File: src/eau_pkg.sv
// Constants and types shared by the effective address unit
// Functional notes
// (RULE1) Status word is 16 bits, 11 defined; undefined bits read zero.
// (RULE2) Condition byte usable at both levels; other control registers supervisor only.
// (RULE3) Status accesses are words; condition byte upper half reads zero, writes ignored.
// (RULE4) Space code registers are 32 bits, only bits 2:0 stored, rest zero.
// (RULE5) Memory is big endian; most significant byte at the lowest address.
// (RULE6) Instruction, word and long-word accesses must sit on word boundaries.
// (RULE7) Operand specifier splits into a 3-bit mode and a 3-bit register field.
// (RULE8) Fetches use program space; operand writes and most reads use data space.
// (RULE9) Postincrement adds 1, 2 or 4 after use; stack byte adds 2.
// (RULE10) Predecrement subtracts 1, 2 or 4 before use; stack byte subtracts 2.
// (RULE11) Displacement mode adds a sign-extended 16-bit displacement to the register.
// (RULE12) Brief index sums base, sign-extended 8-bit displacement and scaled index.
// (RULE13) Brief index references are data space, except jumps which use program space.
// (RULE14) Extension bit 15 picks data or address index; bits 14:12 its number.
// (RULE15) Extension bit 11 picks sign-extended low word or full long index.
// (RULE16) Extension bits 10:9 scale the index by 1, 2, 4 or 8.
// (RULE17) Full index sums register, scaled index and sign-extended 16/32-bit base displacement.
// (RULE18) Register direct modes take the operand from a register, no memory access.
// (RULE19) Plain indirect uses the address register contents unchanged as the address.
// (RULE20) Extension words after the operation word are fetched and used for addresses.
// (RULE21) Mode 111 makes the register field a special-mode selector; the code ignores the field and flags every mode 111 request unsupported.
// (RULE22) Odd word, long or fetch addresses raise a fault instead of an access.
`default_nettype none
package eau_pkg;
  // Operand specifier modes
  localparam logic [2:0] MODE_DREG = 3'h0;
  localparam logic [2:0] MODE_AREG = 3'h1;
  localparam logic [2:0] MODE_IND = 3'h2;
  localparam logic [2:0] MODE_POST = 3'h3;
  localparam logic [2:0] MODE_PRE = 3'h4;
  localparam logic [2:0] MODE_DISP = 3'h5;
  localparam logic [2:0] MODE_INDEX = 3'h6;
  localparam logic [2:0] MODE_SPECIAL = 3'h7;
  // Operand sizes
  localparam logic [1:0] SIZE_BYTE = 2'h0;
  localparam logic [1:0] SIZE_WORD = 2'h1;
  localparam logic [1:0] SIZE_LONG = 2'h2;
  // Stack pointer register number
  localparam logic [2:0] SP_REG = 3'h7;
  // Extension word field positions
  localparam int EXT_DA_BIT = 15;
  localparam int EXT_SIZE_BIT = 11;
  localparam int EXT_FULL_BIT = 8;
  localparam int EXT_BD_HI = 5;
  localparam int EXT_BD_LO = 4;
  localparam logic [1:0] BD_WORD = 2'h2;
  localparam logic [1:0] BD_LONG = 2'h3;
  // Control register selectors
  localparam logic [1:0] CSEL_PSW = 2'h0;
  localparam logic [1:0] CSEL_CCR = 2'h1;
  localparam logic [1:0] CSEL_SFC = 2'h2;
  localparam logic [1:0] CSEL_DFC = 2'h3;
  // Status word layout
  localparam logic [15:0] PSW_DEFINED = 16'hE71F;
  localparam logic [15:0] PSW_RESET = 16'h2700;
  localparam int PSW_SUPER_BIT = 13;
  localparam logic [2:0] SPACE_RESET = 3'h0;
  // Address space codes
  localparam logic [2:0] SPC_USER_DATA = 3'h1;
  localparam logic [2:0] SPC_USER_PROG = 3'h2;
  localparam logic [2:0] SPC_SUPER_DATA = 3'h5;
  localparam logic [2:0] SPC_SUPER_PROG = 3'h6;
  // Control flow states
  typedef enum logic [2:0] {EAU_IDLE, EAU_FETCH, EAU_WAIT, EAU_CALC} eau_state_e;
endpackage
`default_nettype wire

File: src/eau_calc_if.sv
// Signals between the sequencing logic and the address arithmetic
`default_nettype none
interface eau_calc_if;
  logic [2:0] mode;
  logic [2:0] regf;
  logic [1:0] size;
  logic [31:0] base;
  logic [31:0] index;
  logic [15:0] ext0;
  logic [31:0] bd;
  logic [31:0] addr;
  logic [31:0] new_an;
  modport calc (input mode, regf, size, base, index, ext0, bd, output addr, new_an);
  modport user (output mode, regf, size, base, index, ext0, bd, input addr, new_an);
endinterface
`default_nettype wire

File: src/eau_addr_calc.sv
// Address arithmetic for the memory operand modes
`default_nettype none
module eau_addr_calc
  import eau_pkg::*;
(
  // Operands in, address out
  eau_calc_if.calc cif
);
  wire logic [31:0] idx_sized;
  wire logic [31:0] idx_scaled;
  wire logic [31:0] disp8;
  wire logic [31:0] disp16;
  wire logic [31:0] step;
  wire logic [31:0] pre_addr;

  // Index size, scale and displacement extension
  assign idx_sized = cif.ext0[EXT_SIZE_BIT] ? cif.index : {{16{cif.index[15]}}, cif.index[15:0]}; // RULE15
  assign idx_scaled = idx_sized << cif.ext0[10:9]; // RULE16
  assign disp8 = {{24{cif.ext0[7]}}, cif.ext0[7:0]};
  assign disp16 = {{16{cif.ext0[15]}}, cif.ext0}; // RULE11

  // Step by size; a byte through the stack pointer keeps word alignment
  assign step = (cif.size == SIZE_LONG) ? 32'h00000004 :
                (cif.size == SIZE_WORD) ? 32'h00000002 :
                (cif.regf == SP_REG) ? 32'h00000002 : 32'h00000001; // RULE9 RULE10
  assign pre_addr = cif.base - step; // RULE10
  assign cif.new_an = (cif.mode == MODE_PRE) ? pre_addr : cif.base + step; // RULE9

  // Operand address per mode
  assign cif.addr = (cif.mode == MODE_PRE) ? pre_addr :
                    (cif.mode == MODE_DISP) ? cif.base + disp16 : // RULE11
                    (cif.mode == MODE_INDEX && !cif.ext0[EXT_FULL_BIT]) ? cif.base + disp8 + idx_scaled : // RULE12
                    (cif.mode == MODE_INDEX) ? cif.base + cif.bd + idx_scaled : // RULE17
                    cif.base; // RULE19
endmodule
`default_nettype wire

File: src/eau_core.sv
// Effective address unit: operand location, control registers, space codes
`default_nettype none
module eau_core
  import eau_pkg::*;
(
  // Clock and reset
  input wire logic ref_clk,
  input wire logic resetn,
  // Control register move requests
  input wire logic creg_req,
  input wire logic creg_write,
  input wire logic [1:0] creg_sel,
  input wire logic [31:0] creg_wdata,
  output logic creg_ack,
  output logic creg_priv_fault,
  output logic [31:0] creg_rdata,
  // Current status word
  output logic [15:0] psw_out,
  // Operand specifier requests from the sequencer
  input wire logic ea_req,
  input wire logic [5:0] ea_spec,
  input wire logic [1:0] ea_size,
  input wire logic ea_write,
  input wire logic ea_jump,
  input wire logic [31:0] ea_pc,
  output logic ea_busy,
  // Register file read ports
  output logic [2:0] rf_base_idx,
  output logic [3:0] rf_index_idx,
  input wire logic [31:0] rf_base_val,
  input wire logic [31:0] rf_index_val,
  // Extension word fetch
  output logic ext_req,
  output logic [31:0] ext_addr,
  output logic [2:0] ext_space,
  input wire logic ext_ack,
  input wire logic [15:0] ext_data,
  // Operand result
  output logic ea_done,
  output logic [31:0] ea_addr,
  output logic [2:0] ea_space,
  output logic [3:0] ea_be,
  output logic ea_in_reg,
  output logic [3:0] ea_reg_idx,
  output logic ea_fault,
  output logic ea_unsupported,
  output logic [1:0] ea_ext_count,
  // Address register update
  output logic an_wr_en,
  output logic [2:0] an_wr_idx,
  output logic [31:0] an_wr_data
);
  ////////////////////////////////////////////////////////////////////////////
  // Reset release
  logic [1:0] rst_sync;
  wire logic rst_n;

  always_ff @(posedge ref_clk or negedge resetn) begin
    if (!resetn) rst_sync <= 2'h0;
    else rst_sync <= {rst_sync[0], 1'b1};
  end
  assign rst_n = rst_sync[1];

  ////////////////////////////////////////////////////////////////////////////
  // Control registers
  logic [15:0] processor_status_word;
  logic [2:0] source_space_code;
  logic [2:0] destination_space_code;
  wire logic supervisor;
  wire logic priv_block;
  wire logic [31:0] creg_rd_mux;

  assign supervisor = processor_status_word[PSW_SUPER_BIT];
  // Only the condition byte is open at user level
  assign priv_block = !supervisor && (creg_sel != CSEL_CCR); // RULE2
  // Reads: undefined and unstored bits come back zero
  assign creg_rd_mux = (creg_sel == CSEL_PSW) ? {16'h0000, processor_status_word} : // RULE1 RULE3
                       (creg_sel == CSEL_CCR) ? {24'h000000, processor_status_word[7:0]} : // RULE3
                       (creg_sel == CSEL_SFC) ? {29'h00000000, source_space_code} : // RULE4
                       {29'h00000000, destination_space_code}; // RULE4

  // Writes store defined bits only; upper condition byte is dropped
  always_ff @(posedge ref_clk or negedge rst_n) begin
    if (!rst_n) begin
      processor_status_word <= PSW_RESET;
      source_space_code <= SPACE_RESET;
      destination_space_code <= SPACE_RESET;
    end else if (creg_req && creg_write && !priv_block) begin
      if (creg_sel == CSEL_PSW) processor_status_word <= creg_wdata[15:0] & PSW_DEFINED; // RULE1
      else if (creg_sel == CSEL_CCR) processor_status_word[7:0] <= creg_wdata[7:0] & PSW_DEFINED[7:0]; // RULE3
      else if (creg_sel == CSEL_SFC) source_space_code <= creg_wdata[2:0]; // RULE4
      else destination_space_code <= creg_wdata[2:0]; // RULE4
    end
  end

  // One-cycle answer to each control request
  always_ff @(posedge ref_clk or negedge rst_n) begin
    if (!rst_n) begin
      creg_ack <= 1'b0;
      creg_priv_fault <= 1'b0;
      creg_rdata <= 32'h00000000;
    end else begin
      creg_ack <= creg_req;
      creg_priv_fault <= creg_req && priv_block; // RULE2
      creg_rdata <= (creg_req && !creg_write && !priv_block) ? creg_rd_mux : 32'h00000000;
    end
  end

  always_ff @(posedge ref_clk or negedge rst_n) begin
    if (!rst_n) psw_out <= PSW_RESET;
    else psw_out <= processor_status_word;
  end

  ////////////////////////////////////////////////////////////////////////////
  // Operand specifier decode
  eau_state_e state;
  eau_state_e next_state;
  logic [2:0] mode;
  logic [2:0] regf;
  logic [1:0] size;
  logic op_write;
  logic op_jump;
  logic [31:0] pc;
  logic [15:0] ext_word [3];
  logic [1:0] ext_cnt;
  wire logic [2:0] req_mode;
  wire logic [2:0] req_regf;
  wire logic req_needs_ext;
  wire logic [1:0] ext_total;
  wire logic fetch_last;
  wire logic [2:0] prog_space;
  wire logic [2:0] data_space;

  // Mode and register subfields of the request
  assign req_mode = ea_spec[5:3]; // RULE7
  assign req_regf = ea_spec[2:0]; // RULE7
  assign req_needs_ext = (req_mode == MODE_DISP) || (req_mode == MODE_INDEX); // RULE20
  // Full format adds one or two base displacement words
  assign ext_total = !(mode == MODE_INDEX && ext_word[0][EXT_FULL_BIT]) ? 2'h1 :
                     (ext_word[0][EXT_BD_HI:EXT_BD_LO] == BD_LONG) ? 2'h3 :
                     (ext_word[0][EXT_BD_HI:EXT_BD_LO] == BD_WORD) ? 2'h2 : 2'h1; // RULE17 RULE20
  assign fetch_last = ext_ack && (ext_cnt != 2'h0) && (ext_cnt + 2'h1 >= ext_total);
  assign prog_space = supervisor ? SPC_SUPER_PROG : SPC_USER_PROG;
  assign data_space = supervisor ? SPC_SUPER_DATA : SPC_USER_DATA;

  // Sequencing: fetch extensions, wait for register values, compute
  always_comb begin
    next_state = state;
    case (state)
      EAU_IDLE: begin
        if (ea_req && req_needs_ext && !ea_pc[0]) next_state = EAU_FETCH;
        else if (ea_req) next_state = EAU_WAIT;
      end
      EAU_FETCH: begin
        // One word ends the fetch unless a full format names a base displacement
        if (ext_ack && ext_cnt == 2'h0 &&
            !(mode == MODE_INDEX && ext_data[EXT_FULL_BIT] && ext_data[EXT_BD_HI:EXT_BD_LO] inside {BD_WORD, BD_LONG}))
          next_state = EAU_WAIT;
        else if (fetch_last) next_state = EAU_WAIT;
      end
      EAU_WAIT: next_state = EAU_CALC;
      EAU_CALC: next_state = EAU_IDLE;
      default: next_state = EAU_IDLE;
    endcase
  end

  always_ff @(posedge ref_clk or negedge rst_n) begin
    if (!rst_n) state <= EAU_IDLE;
    else state <= next_state;
  end

  // Request capture and extension word collection
  always_ff @(posedge ref_clk or negedge rst_n) begin
    if (!rst_n) begin
      mode <= MODE_DREG;
      regf <= 3'h0;
      size <= SIZE_BYTE;
      op_write <= 1'b0;
      op_jump <= 1'b0;
      pc <= 32'h00000000;
      ext_cnt <= 2'h0;
      for (int i = 0; i < 3; i++) ext_word[i] <= 16'h0000;
    end else if (state == EAU_IDLE && ea_req) begin
      mode <= req_mode;
      regf <= req_regf;
      size <= ea_size;
      op_write <= ea_write;
      op_jump <= ea_jump;
      pc <= ea_pc;
      ext_cnt <= 2'h0;
      for (int i = 0; i < 3; i++) ext_word[i] <= 16'h0000;
    end else if (state == EAU_FETCH && ext_ack) begin
      ext_word[ext_cnt] <= ext_data; // RULE20
      ext_cnt <= ext_cnt + 2'h1;
      pc <= pc + 32'h00000002;
    end
  end

  // Extension fetch port, program space
  always_ff @(posedge ref_clk or negedge rst_n) begin
    if (!rst_n) begin
      ext_req <= 1'b0;
      ext_addr <= 32'h00000000;
      ext_space <= SPC_USER_PROG;
    end else begin
      ext_req <= (next_state == EAU_FETCH);
      ext_addr <= (state == EAU_IDLE) ? ea_pc : (ext_ack ? pc + 32'h00000002 : pc);
      ext_space <= prog_space; // RULE8
    end
  end

  ////////////////////////////////////////////////////////////////////////////
  // Register file addressing
  always_ff @(posedge ref_clk or negedge rst_n) begin
    if (!rst_n) begin
      rf_base_idx <= 3'h0;
      rf_index_idx <= 4'h0;
      ea_busy <= 1'b0;
    end else begin
      if (state == EAU_IDLE && ea_req) rf_base_idx <= req_regf;
      if (state == EAU_FETCH && ext_ack && ext_cnt == 2'h0) rf_index_idx <= ext_data[15:12]; // RULE14
      ea_busy <= (next_state != EAU_IDLE);
    end
  end

  ////////////////////////////////////////////////////////////////////////////
  // Address arithmetic
  eau_calc_if cif ();
  wire logic [31:0] bd_val;
  wire logic [31:0] calc_addr;
  wire logic is_reg_direct;
  wire logic is_special;
  wire logic misaligned;
  wire logic [2:0] op_space;
  wire logic [3:0] lane_be;
  wire logic [3:0] reg_sel;

  // Base displacement: word is sign-extended, long is two words high first
  assign bd_val = (ext_word[0][EXT_BD_HI:EXT_BD_LO] == BD_LONG) ? {ext_word[1], ext_word[2]} :
                  (ext_word[0][EXT_BD_HI:EXT_BD_LO] == BD_WORD) ? {{16{ext_word[1][15]}}, ext_word[1]} :
                  32'h00000000; // RULE17
  assign cif.mode = mode;
  assign cif.regf = regf;
  assign cif.size = size;
  assign cif.base = rf_base_val;
  assign cif.index = rf_index_val;
  assign cif.ext0 = ext_word[0];
  assign cif.bd = bd_val;
  assign calc_addr = cif.addr;

  eau_addr_calc u_calc (
    .cif(cif)
  );

  // Register direct, special selector and alignment checks
  assign is_reg_direct = (mode == MODE_DREG) || (mode == MODE_AREG); // RULE18
  assign is_special = (mode == MODE_SPECIAL); // RULE21
  assign reg_sel = {mode == MODE_AREG, regf}; // RULE18
  assign misaligned = pc[0] || (!is_reg_direct && size != SIZE_BYTE && calc_addr[0]); // RULE6 RULE22
  // Jumps through a brief or full index go to program space, writes to data space
  assign op_space = (mode == MODE_INDEX && op_jump && !op_write) ? prog_space : data_space; // RULE8 RULE13
  // Big-endian lanes: lane 3 carries the byte at the lowest address
  assign lane_be = (size == SIZE_LONG) ? 4'hF :
                   (size == SIZE_WORD) ? (calc_addr[1] ? 4'h3 : 4'hC) :
                   (4'h8 >> calc_addr[1:0]); // RULE5

  ////////////////////////////////////////////////////////////////////////////
  // Result registers
  always_ff @(posedge ref_clk or negedge rst_n) begin
    if (!rst_n) begin
      ea_done <= 1'b0;
      ea_addr <= 32'h00000000;
      ea_space <= SPC_USER_DATA;
      ea_be <= 4'h0;
      ea_in_reg <= 1'b0;
      ea_reg_idx <= 4'h0;
      ea_fault <= 1'b0;
      ea_unsupported <= 1'b0;
      ea_ext_count <= 2'h0;
    end else begin
      ea_done <= (state == EAU_CALC);
      if (state == EAU_CALC) begin
        ea_addr <= (is_reg_direct || is_special) ? 32'h00000000 : calc_addr; // RULE19
        ea_space <= op_space; // RULE8
        ea_be <= (is_reg_direct || is_special || misaligned) ? 4'h0 : lane_be; // RULE22
        ea_in_reg <= is_reg_direct; // RULE18
        ea_reg_idx <= is_reg_direct ? reg_sel : 4'h0;
        ea_fault <= !is_reg_direct && !is_special && misaligned; // RULE22
        ea_unsupported <= is_special; // RULE21
        ea_ext_count <= ext_cnt;
      end
    end
  end

  // Address register update for postincrement and predecrement
  always_ff @(posedge ref_clk or negedge rst_n) begin
    if (!rst_n) begin
      an_wr_en <= 1'b0;
      an_wr_idx <= 3'h0;
      an_wr_data <= 32'h00000000;
    end else begin
      an_wr_en <= (state == EAU_CALC) && (mode == MODE_POST || mode == MODE_PRE) && !misaligned; // RULE9 RULE10
      an_wr_idx <= regf;
      an_wr_data <= cif.new_an; // RULE9 RULE10
    end
  end
endmodule
`default_nettype wire

File: config.mk
export PLATFORM = sky130hd
export DESIGN_NAME = eau_core
export DESIGN_NICKNAME = d
export VERILOG_FILES = /design/src/eau_pkg.sv /design/src/eau_calc_if.sv /design/src/eau_addr_calc.sv /design/src/eau_core.sv
export SDC_FILE = /design/constraint.sdc
export NUM_CORES = 1
export LEC_CHECK = 0
export ABC_CLOCK_PERIOD_IN_PS = 10000
export BUFFER_PORTS_ARGS = -buffer_cell sky130_fd_sc_hd__buf_2
export CORE_MARGIN = 2
export CORE_UTILIZATION = 59
export CTS_CLUSTER_DIAMETER = 200
export CTS_CLUSTER_SIZE = 10
export DETAILED_ROUTE_END_ITERATION = 12
export PLACE_DENSITY = 0.88
export SETUP_SLACK_MARGIN = 0.1
export SYNTH_ARGS = -nofsm -noshare
export SYNTH_HDL_FRONTEND = slang
export SYNTH_SLANG_ARGS = --single-unit
File: constraint.sdc
create_clock -name ref_clk -period 10 [get_ports ref_clk]
set_clock_uncertainty 0.2 [all_clocks]
set_input_delay 0.5 -clock ref_clk [delete_from_list [all_inputs] [get_ports ref_clk]]
set_output_delay 0.5 -clock ref_clk [all_outputs]
set_load 0.01 [all_outputs]
Word-level counts from Yosys, hierarchy flattened

Cells that the tools add are included.

Bits in registers: 275
Output and inout port bits: 179
Input bits: 162
Logic and storage cells: 180

Bitwise gates (word level): 4
Reduce and logical (&&, ||, !) cells: 58
Multiplexer cells: 45
$add $sub $neg: 9
Shift-type cells: 2
Equal/unequal tests: 22
Magnitude comparators: 3

Operator list:

| cell                    | number |
|---|---|
| $mux W32                | 15 |
| $add A32 B32 Y32        | 6 |
| $mux W48                | 2 |
| $bwmux W48              | 1 |
| $mux W16                | 3 |
| $add A32 B2 Y32 const B | 1 |
| $demux W16 S2           | 1 |
| $shl A32 B2 Y32         | 1 |
| $sub A32 B32 Y32        | 1 |
| $logic_and A1 B1 Y1     | 28 |
| $mux W3                 | 8 |
| $mux W8                 | 3 |
| $eq A3 B3 Y1 const B    | 7 |
| $mux W4                 | 5 |
| $eq A2 B2 Y1 const B    | 6 |
| $mux W2                 | 6 |
| $logic_not A1 Y1        | 10 |
| $reduce_bool A2 Y1      | 5 |
| $eq A3 B1 Y1 const B    | 3 |
| $eq A3 B2 Y1 const B    | 3 |
| $pmux W3 S3             | 1 |
| $reduce_and A4 Y1       | 2 |
| $logic_not A3 Y1        | 2 |
| $logic_or A1 B1 Y1      | 6 |
| other kinds (12)        | 17 |

Depth between registers and ports, before layout

Gate-level depths: netlist of run 1.

Depth in word-level cells: 13
Gate-level depth with buffers: 19
Mapped depth without buffers: 16

Hierarchy

A second synthesis of run 1 with hierarchy kept.

Cells, all modules: 2384
Area, all modules: 20922.6 µm²

Modules (own cells, without submodules):

| module        | area an instance (µm²) | instances | cells an instance | seq. area each (µm²) |
|---|---|---|---|---|
| eau_core      | 11407.2                | 1         | 1104              | 6567.5 |
| eau_addr_calc | 9515.4                 | 1         | 1280              | 0.0 |

Least setup slack after synthesis of run 1

No wires, ideal clock.

Kind: register to register
Start: register ext_word (netlist bit cif.ext0[9])
End: register ea_addr[24]
Clock period less this slack: 4.934 ns
Stages on the path, launching flop included: 19
Arrival time: 4.638 ns
Buffers on the path: 3
Data required time: 9.705 ns
Slack: 5.066 ns
Library setup time: 0.095 ns
Path through: dfrtp_1 clkbuf_1 clkbuf_1 inv_1 clkbuf_1 or2_2 nand2_1 inv_1 fa_1 ha_1 a21o_1 a221oi_2 a21oi_2 a221oi_4 o211ai_2 a21boi_0 xor2_1 a221o_1 o31ai_1

Cells in the longest elaborated chain, start to end: 7

Ends and longest elaborated chain:

| element                         | line                | RTL |
|---|---|---|
| start, declared                 | eau_core.sv:124     | `logic [15:0] ext_word [3];` |
| start signal, assigned by index | eau_core.sv:193     | `ext_word[ext_cnt] <= ext_data;` |
| $shl A32 B2 Y32                 | eau_addr_calc.sv:18 | `assign idx_scaled = idx_sized << cif.ext0[10:9];` |
| $add A32 B32 Y32                | eau_addr_calc.sv:33 | `(cif.mode == MODE_INDEX) ? cif.base + cif.bd + idx_scaled :` |
| $mux W32                        | eau_addr_calc.sv:33 |  |
| $mux W32                        | eau_addr_calc.sv:32 | `(cif.mode == MODE_INDEX && !cif.ext0[EXT_FULL_BIT]) ? cif.base + disp8 + idx_scaled :` |
| $mux W32 *                      | eau_addr_calc.sv:31 | `(cif.mode == MODE_DISP) ? cif.base + disp16 :` |
| $mux W32 *                      | eau_addr_calc.sv:30 | `assign cif.addr = (cif.mode == MODE_PRE) ? pre_addr :` |
| $mux W32 *                      | eau_core.sv:283     | `ea_addr <= (is_reg_direct \|\| is_special) ? 32'h00000000 : calc_addr;` |
| end signal, assigned            | eau_core.sv:283     |  |
| end, declared                   | eau_core.sv:40      | `output logic [31:0] ea_addr,` |

Every way passes the cells marked *; elsewhere a longest branch is shown, timed or not.
A chain may end at the register's enable or synchronous reset.

Final worst setup path of run 1

Start: register ext_word (netlist bit cif.ext0[11])
End: register ea_addr[30]

Cells in the longest elaborated chain, start to end: 8

Ends and longest elaborated chain:

| element          | line                | RTL |
|---|---|---|
| $mux W32         | eau_addr_calc.sv:17 | `assign idx_sized = cif.ext0[EXT_SIZE_BIT] ? cif.index : {{16{cif.index[15]}}, cif.index[15:0]};` |
| $shl A32 B2 Y32  | eau_addr_calc.sv:18 |  |
| $add A32 B32 Y32 | eau_addr_calc.sv:33 |  |
| $mux W32         | eau_addr_calc.sv:33 |  |
| $mux W32         | eau_addr_calc.sv:32 |  |
| $mux W32 *       | eau_addr_calc.sv:31 |  |
| $mux W32 *       | eau_addr_calc.sv:30 |  |
| $mux W32 *       | eau_core.sv:283     |  |

Marked as above.

==> run_results.csv, run 1 <==
group,metric,value,unit
pwr,power.density,201,nW/um2
grt,grt_pass1_vias,20300,
clock_network,root_buffer,"clkbuf_16",
setup_path,path_class,"register to register",
floorplan,fp.dieW,193,um
setup_path,worstPathArrival,5990,ps
grt,grt_util_met3,6.57,%
setup_path,crit_path_cell_trace,"nor2_1 > a21oi_1 > o21ai_0 > inv_1 > fa_1 > ha_1 > o21a_1 > nor2_1 > o311ai_0 > nor3b_1 > a21oi_1 > a21oi_1 > nor3_1 > o21ai_1 > a21oi_1",
pwr,irDropWorstVdd,0.181,mV
floorplan,core.rowCount,69,
setup_path,cp_max_fo,22,
clock_network,cts_tree,"yes",
clock_network,cts_resized,0,
finish,final_cell_area,24200,um2
placed_design,dp_hpwl,56500,um
finish,syn_to_final_growth,14.7,%
grt,grt.busiest_layer,"met2",
sta,period_share,56.7,%
sta,slew_headroom,29.6,%
drt,drtPass1Iterations,9,
floorplan,die_y,193,um
pwr,swShare,43.3,%
sta,max_freq,0.177,GHz
grt,use_met1,51.0,%
synthesis,yosysWarnings,0,
clock_network,h-tree-depth,1,
floorplan,start_util,59.6,%
synthesis,ys_types,97,
finish,layout-drive-gt1-share,15.9,%
grt,grt_max_degree,81,
floorplan,core-area,35400,um2
setup_path,cp.required,10330,ps
flow_run,drv_cap,0,
clock_network,post_cts_buffers,0,
placed_design,place_area,22700,um2
drt,wire_per_inst,23.5,um
clock_network,cts-buffers-inserted,30,
synthesis,yosysSeqAreaShare,31.1,%
drt,route.detailed.drc,0,
setup_path,crit_top_cell,"a21oi_1",
sta,maxSlewViolCount,0,
clock_network,cts_sinks,262,
synthesis,synth.avg_cell_area,8.50,um2
pwr,p_sw,2100,uW
placed_design,io_buffers,291,
synthesis,synth_edf_count,0,
placed_design,place.gp.congestion,1.02,
pwr,clock_power_share,20.7,%
setup_path,crit_path_end_kind,"register",
sta,worst_pin_slew,1060,ps
clock_network,clkTransAtPathRegs,60,ps
grt,grt_usage,40.5,%
synthesis,yosys_register_bits,262,
clock_network,insertion_delay,610,ps
synthesis,netlist_area,21100,um2
finish,nets,3096,
sta,fin_crit,5670,ps
pwr,total_power,4860,uW
synthesis,postSynthCellCount,2483,
clock_network,cts_buffer_depth,3,
pwr,comb_power_share,47.4,%
floorplan,io_pins,341,
synthesis,synthArstFlopShare,100,%
drt,drt_iter0_drc,2257,
drt,totalWireLength,76200,um
sta,setup_tns,0,ps
synthesis,synth_ff_type,"dfrtp_1",
drt,via_count,20900,
pwr,p_leak,0.0115,uW
floorplan,die_area,37300,um2
sta,finalSetupViolations,0,
sta,rsz0062_at_grt,"no",
hold_path,min_path_type,"input port to register",
grt,overflow,0,
grt,grt.met2_usage,66.8,%
setup_path,slowest_delay,870,ps
grt,antenna_found_initial,3,
sta,final_hold_viol_count,0,
pwr,power.internal,2760,uW
finish,final_util,68.4,%
grt,grt_pass1_wl,115000,um
setup_path,worst_path_max_delay_cell,"nor2_1",
drt,vias_per_cell,6.45,
run_status,status,"finished, final reports clean",
pwr,seqPwrFrac,31.9,%
drt,postRouteAntennaNets,0,
setup_path,startpoint_type,"register",
repair_timing:
action | in CTS | in global routing
hold buffers | 71 | 0
setup endpoints to repair | 0 | 0
hold endpoints to repair | 127 | 0
cells in the final DEF (no fill, tap or decap), types with 41 or more instances in the layout:
cell / n
nand2_1: 372
buf_2: 291
dfrtp_1: 252
o21ai_0: 189
a21oi_1: 155
inv_1: 154
nor2_1: 126
xnor2_1: 111
ha_1: 106
nand3_1: 72
dlygate4sd3_1: 71
fa_1: 67
xor2_1: 63
a21o_1: 55
nor3_1: 45
and3_1: 44
mux2_2: 44
mux2i_1: 41
through the flow:
step	hold slack (ps)	setup WS (ps)	instances
2_1_floorplan	4.41	1970	2511
3_3_place_gp	85.5	4640	3119
3_5_place_dp	93.8	4460	3119
4_1_cts	7.97	4440	3237
5_1_grt	27.6	3920	3237
6_report	13.1	4330	3238
logic make-up (layout without fill, tap and decap cells):
| family | count (synthesis) | count (layout) | share of synthesized area [%] |
|---|---|---|---|
| flip-flops | 262 | 262 | 31.1 |
| buffers and inverters | 317 | 582 | 6.24 |
| adder cells (fa/ha/maj) | 173 | 173 | 12.6 |
| other | 2 | 31 | 0.0356 |
| AO/OA/AOI/OAI | 662 | 662 | 20.5 |
| XOR/XNOR | 175 | 175 | 7.30 |
| AND/OR/NAND/NOR | 806 | 806 | 17.8 |
| multiplexers | 86 | 86 | 4.40 |
final timing paths:
path                                                  to  cells past startpoint                                 start  slack [ps]
worst max-delay path             ea_addr[30]$_DFFE_PN0P_                     15              cif.ext0[11]$_DFFE_PN0P_        4330
max in group asynchronous       ext_word[10]$_DFFE_PN0P_                      2                 rst_sync[1]$_DFF_PN0_        6960
worst min register to register      psw_out[9]$_DFF_PN1_                      0  processor_status_word[9]$_DFFE_PN1P_         160
worst min-delay path             cif.ext0[5]$_DFFE_PN0P_                      3                           ext_data[5]          10
min in group asynchronous        ea_addr[17]$_DFFE_PN0P_                      0                 rst_sync[1]$_DFF_PN0_         300
worst max register to register   ea_addr[30]$_DFFE_PN0P_                     15              cif.ext0[11]$_DFFE_PN0P_        4330
area by class of cell:
type / count / area [um2]
Antenna cell: 1 / 2.50
Inverter: 156 / 586
Clock inverter: 2 / 38.8
Timing Repair Buffer: 379 / 2290
Fill cell: 2805 / 11200
Sequential cell: 262 / 6570
Multi-Input combinational cell: 1932 / 13300
Clock buffer: 45 / 807
Tap cell: 461 / 577
worst max-delay path: cells and delay by family, from the launching register on:
family / cells / cell delay [ps]
buffers and inverters: 1 / 140
flip-flops: 1 / 710
adder cells (fa/ha/maj): 2 / 840
AO/OA/AOI/OAI: 8 / 2300
AND/OR/NAND/NOR: 4 / 1410
cell usage after synthesis (all sizes together) (4+ instances only):
library cell	n	area share (%)
nand2	373	6.6
dfrtp	253	30
o21ai	195	4.6
a21oi	156	3.7
inv	154	2.7
nor2	128	2.3
xnor2	112	4.7
clkbuf	109	1.9
ha	106	6.3
nand3	73	1.8
fa	67	6.4
xor2	63	2.6
a21o	55	2.0
buf	52	1.5
nor3	50	1.3
and3	44	1.3
mux2	44	2.3
mux2i	41	1.9
nand4	33	0.98
a22o	29	1.2
a211oi	28	1.0
a31oi	23	0.68
o211ai	22	0.81
and2	21	0.62
o21a	18	0.64
o21bai	16	0.57
or2	15	0.44
nor2b	14	0.41
a221o	13	0.62
nand2b	12	0.36
nor4	12	0.50
o221ai	11	0.46
a211o	10	0.42
o31ai	10	0.38
or3	10	0.34
a2111oi	9	0.38
dfstp	9	1.1
o311ai	8	0.37
a221oi	7	0.40
o22ai	6	0.18
a222oi	5	0.24
and4	5	0.21
nor3b	5	0.18
a21boi	4	0.14
a31o	4	0.17
layer usage:
metal  wire length [um]  vias up
met4               4690        4
met5                 25        -
met2              35800     1307
met3               7080      292
li1                   -     9221
met1              28600    10100
power groups by stage:
stage                     combinational [uW]  sequential (uW)  clock (uW)
after floorplan                         1450             1550           0
after global placement                  2180             1530           0
after detailed placement                2210             1550           0
after CTS                               2250             1530        1010
after global routing                    2500             1570        1050
final                                   2300             1550        1010
Note: power is estimated with default switching activity, not from simulation.
==> inputs of run 2 (changes only) <==
- ABC_AREA: not set -> 1
- ABC_CLOCK_PERIOD_IN_PS: 10000 -> 5200
- CORE_UTILIZATION: 59 -> 53
- PLACE_DENSITY: 0.88 -> 0.83
- clock period: 10 -> 5.2 ns (I/O delays scaled with it)
==> run_results.csv, run 2 <==
group,metric,value,unit
floorplan,core-area,42000,um2
drt,route.detailed.drc,0,
hold_path,worstHoldStart,"rf_base_val[0]",
setup_path,worstPathArrival,4950,ps
synthesis,synth.avg_cell_area,6.70,um2
synthesis,synthXorXnorAreaFrac,3.80,%
synthesis,yosys.area_share.simple,28.6,%
setup_path,r2r_cells,22,
placed_design,place_worst_setup_slack,676,ps
synthesis,synthArstFlopShare,100,%
synthesis,yosysSeqAreaShare,29.1,%
clock_network,cts-buffers-inserted,30,
synthesis,postSynthCellCount,3370,
finish,final_cell_mix,"nand2_1, inv_1, buf_2",
sta,period_share,90.1,%
setup_path,cp.required,5460,ps
drt,vias_per_cell,5.64,
placed_design,io_buffers,291,
synthesis,synth_edf_count,0,
setup_path,startpoint_type,"register",
floorplan,die_area,44300,um2
sta,finalSetupViolations,0,
grt,grt_usage,38.2,%
clock_network,cts_tree,"yes",
pwr,total_power,15800,uW
hold_path,min_to,"an_wr_data[0]$_DFF_PN0_",
sta,whs,33.9,ps
clock_network,insertion_delay,590,ps
grt,antenna_found_initial,5,
drt,drt_iter0_drc,2664,
sta,setup_tns,0,ps
synthesis,synth_compound_gate_area_share,14.2,%
sta,max_freq,0.214,GHz
sta,maxSlewViolCount,0,
sta,fin_crit,4680,ps
clock_network,cts_sinks,262,
synthesis,yosys-top-cells-area,"dfrtp_1, nand2_1, inv_1",
placed_design,dp_hpwl,65500,um
drt,totalWireLength,85500,um
setup_path,r2r_slack,520,ps
sta,slew_headroom,31.8,%
grt,grt_max_degree,107,
flow_run,drv_cap,0,
floorplan,fp.dieW,210,um
drt,drtPass1Iterations,6,
clock_network,clkTransAtPathRegs,70,ps
floorplan,die_y,210,um
sta,rsz0062_at_grt,"no",
synthesis,synth.area.mux_share,0.349,%
pwr,power.density,602,nW/um2
synthesis,netlist.area_leader.share,28.0,%
finish,final_common_cell,"nand2_1",
sta,final_hold_viol_count,0,
grt,overflow,0,
synthesis,ys_types,54,
finish,layout-drive-gt1-share,11.3,%
hold_path,holdPathStages,4,
setup_path,cp_max_fo,13,
hold_path,min_path_type,"input port to register",
synthesis,synth_fa_ha_area_share,11.8,%
grt,grt_pass1_wl,130000,um
setup_path,crit_path_end_kind,"register",
pwr,irDropWorstVdd,0.379,mV
clock_network,cts_buffer_depth,3,
clock_network,root_buffer,"clkbuf_16",
drt,via_count,24100,
drt,postRouteAntennaNets,0,
synthesis,yosysWarnings,0,
setup_path,crit-reg2reg-launch,"cif.ext0[11]$_DFFE_PN0P_",
run_status,status,"finished, final reports clean",
sta,fin_ws,517,ps
drt,wire_per_inst,20.0,um
synthesis,synth_top_family_by_area,"simple AND/OR/NAND/NOR gates",
synthesis,netlist_area,22600,um2
placed_design,place.gp.congestion,1.04,
setup_path,r2r_end,"ea_addr[25]$_DFFE_PN0P_",
clock_network,h-tree-depth,1,
floorplan,io_pins,341,
floorplan,core.rowCount,75,
floorplan,start_util,53.7,%
synthesis,synth_ff_type,"dfrtp_1",
setup_path,path_class,"register to register",
synthesis,yosys_register_bits,262,
synthesis,yosysMostFrequentCell,"nand2_1",
finish,nets,4049,
synthesis,synth_top_area_cell,"dfrtp_1",
grt,grt_pass1_vias,22400,
synthesis,yosys-top-cells-count,"nand2_1, inv_1, nor2_1",
sta,worst_pin_slew,1010,ps
pwr,p_leak,0.0140,uW
finish,syn_to_final_growth,16.1,%
## run 2: cell types whose count changed in the layout (fill, tap and decap cells not counted), moves of 48 or more
| cell | before | now |
|---|---|---|
| a21o_1 | 55 | 2 |
| nor2_1 | 126 | 270 |
| inv_1 | 154 | 563 |
| o22ai_1 | 6 | 54 |
| xnor2_1 | 111 | 23 |
| nand2_1 | 372 | 963 |
| nand3_1 | 72 | 191 |
## run 2: what timing repair did
item	in CTS	in global routing
resized for setup	0	2
setup endpoints to repair	0	1
setup buffers	0	0
hold buffers	83	0
hold endpoints to repair	159	0
## run 2: power breakdown
| group | switching [uW] | internal [uW] | total, uW |
|---|---|---|---|
| clock | 847 | 1090 | 1930 |
| sequential | 518 | 2760 | 3280 |
| combinational | 7090 | 3480 | 10600 |
| total | 8460 | 7320 | 15800 |
## run 2: worst max-delay path: stages (launching register included)
cell and delay (ps):
dfrtp_1 350, inv_1 80, nand2_1 160, inv_1 190, a21oi_1 280, inv_1 60, o21ai_0 220, inv_1 60
o21ai_0 450, inv_1 140, fa_1 450, ha_1 470, nand2_1 180, nor3_1 410, nand3_1 180, nand4_1 130
nand3_1 80, nand3_1 130, nand2_1 70, nand2_1 60, nand2_1 40, nand2_1 110, nand2_1 50
## run 2: routing by layer
layer / global-route usage [%] / routed length [um] / vias to the layer above
li1: - / - / 11400
met1: 52.2 / 34400 / 11100
met2: 61.9 / 38600 / 1460
met3: 6.15 / 8980 / 220
met4: 12.8 / 3470 / 4
met5: 0 / 24 / -
## run 2: layout make-up
class                      count  area [um2]
clock buffer                  54         841
inverter                     573        2150
multi-input combinational   2441       13400
antenna                        1        2.50
sequential                   262        6570
fill                        3842       15800
timing repair buffer         406        2560
clock inverter                 2        38.8
tap                          539         674
## run 2: worst max-delay path by stage
| stage | from | end |
|---|---|---|
| CTS | cif.ext0[11]$_DFFE_PN0P_ | ea_addr[25]$_DFFE_PN0P_ |
| global route | cif.ext0[11]$_DFFE_PN0P_ | ea_addr[25]$_DFFE_PN0P_ |
| detailed placement | cif.ext0[11]$_DFFE_PN0P_ | ea_addr[25]$_DFFE_PN0P_ |
| global placement | cif.ext0[11]$_DFFE_PN0P_ | ea_addr[27]$_DFFE_PN0P_ |
| finish | cif.ext0[11]$_DFFE_PN0P_ | ea_addr[25]$_DFFE_PN0P_ |
| floorplan | rst_sync[1]$_DFF_PN0_ | an_wr_data[0]$_DFF_PN0_ |
## run 2: cells by family (layout without fill, tap and decap cells)
kind of cell / count (synthesis) / count (layout)
AO/OA/AOI/OAI: 568 / 568
XOR/XNOR: 98 / 98
adder cells (fa/ha/maj): 173 / 173
buffers and inverters: 695 / 1035
flip-flops: 262 / 262
multiplexers: 7 / 7
other: 2 / 31
AND/OR/NAND/NOR: 1565 / 1565
## run 2: metrics by stage
stage,cells,utilization [%],area (um2)
CTS,4277,62.4,26200
detailed placement,4138,58.3,24500
finish,4278,62.4,26200
global route,4278,62.4,26200
global placement,4138,58.3,24500
floorplan,3398,-,22700
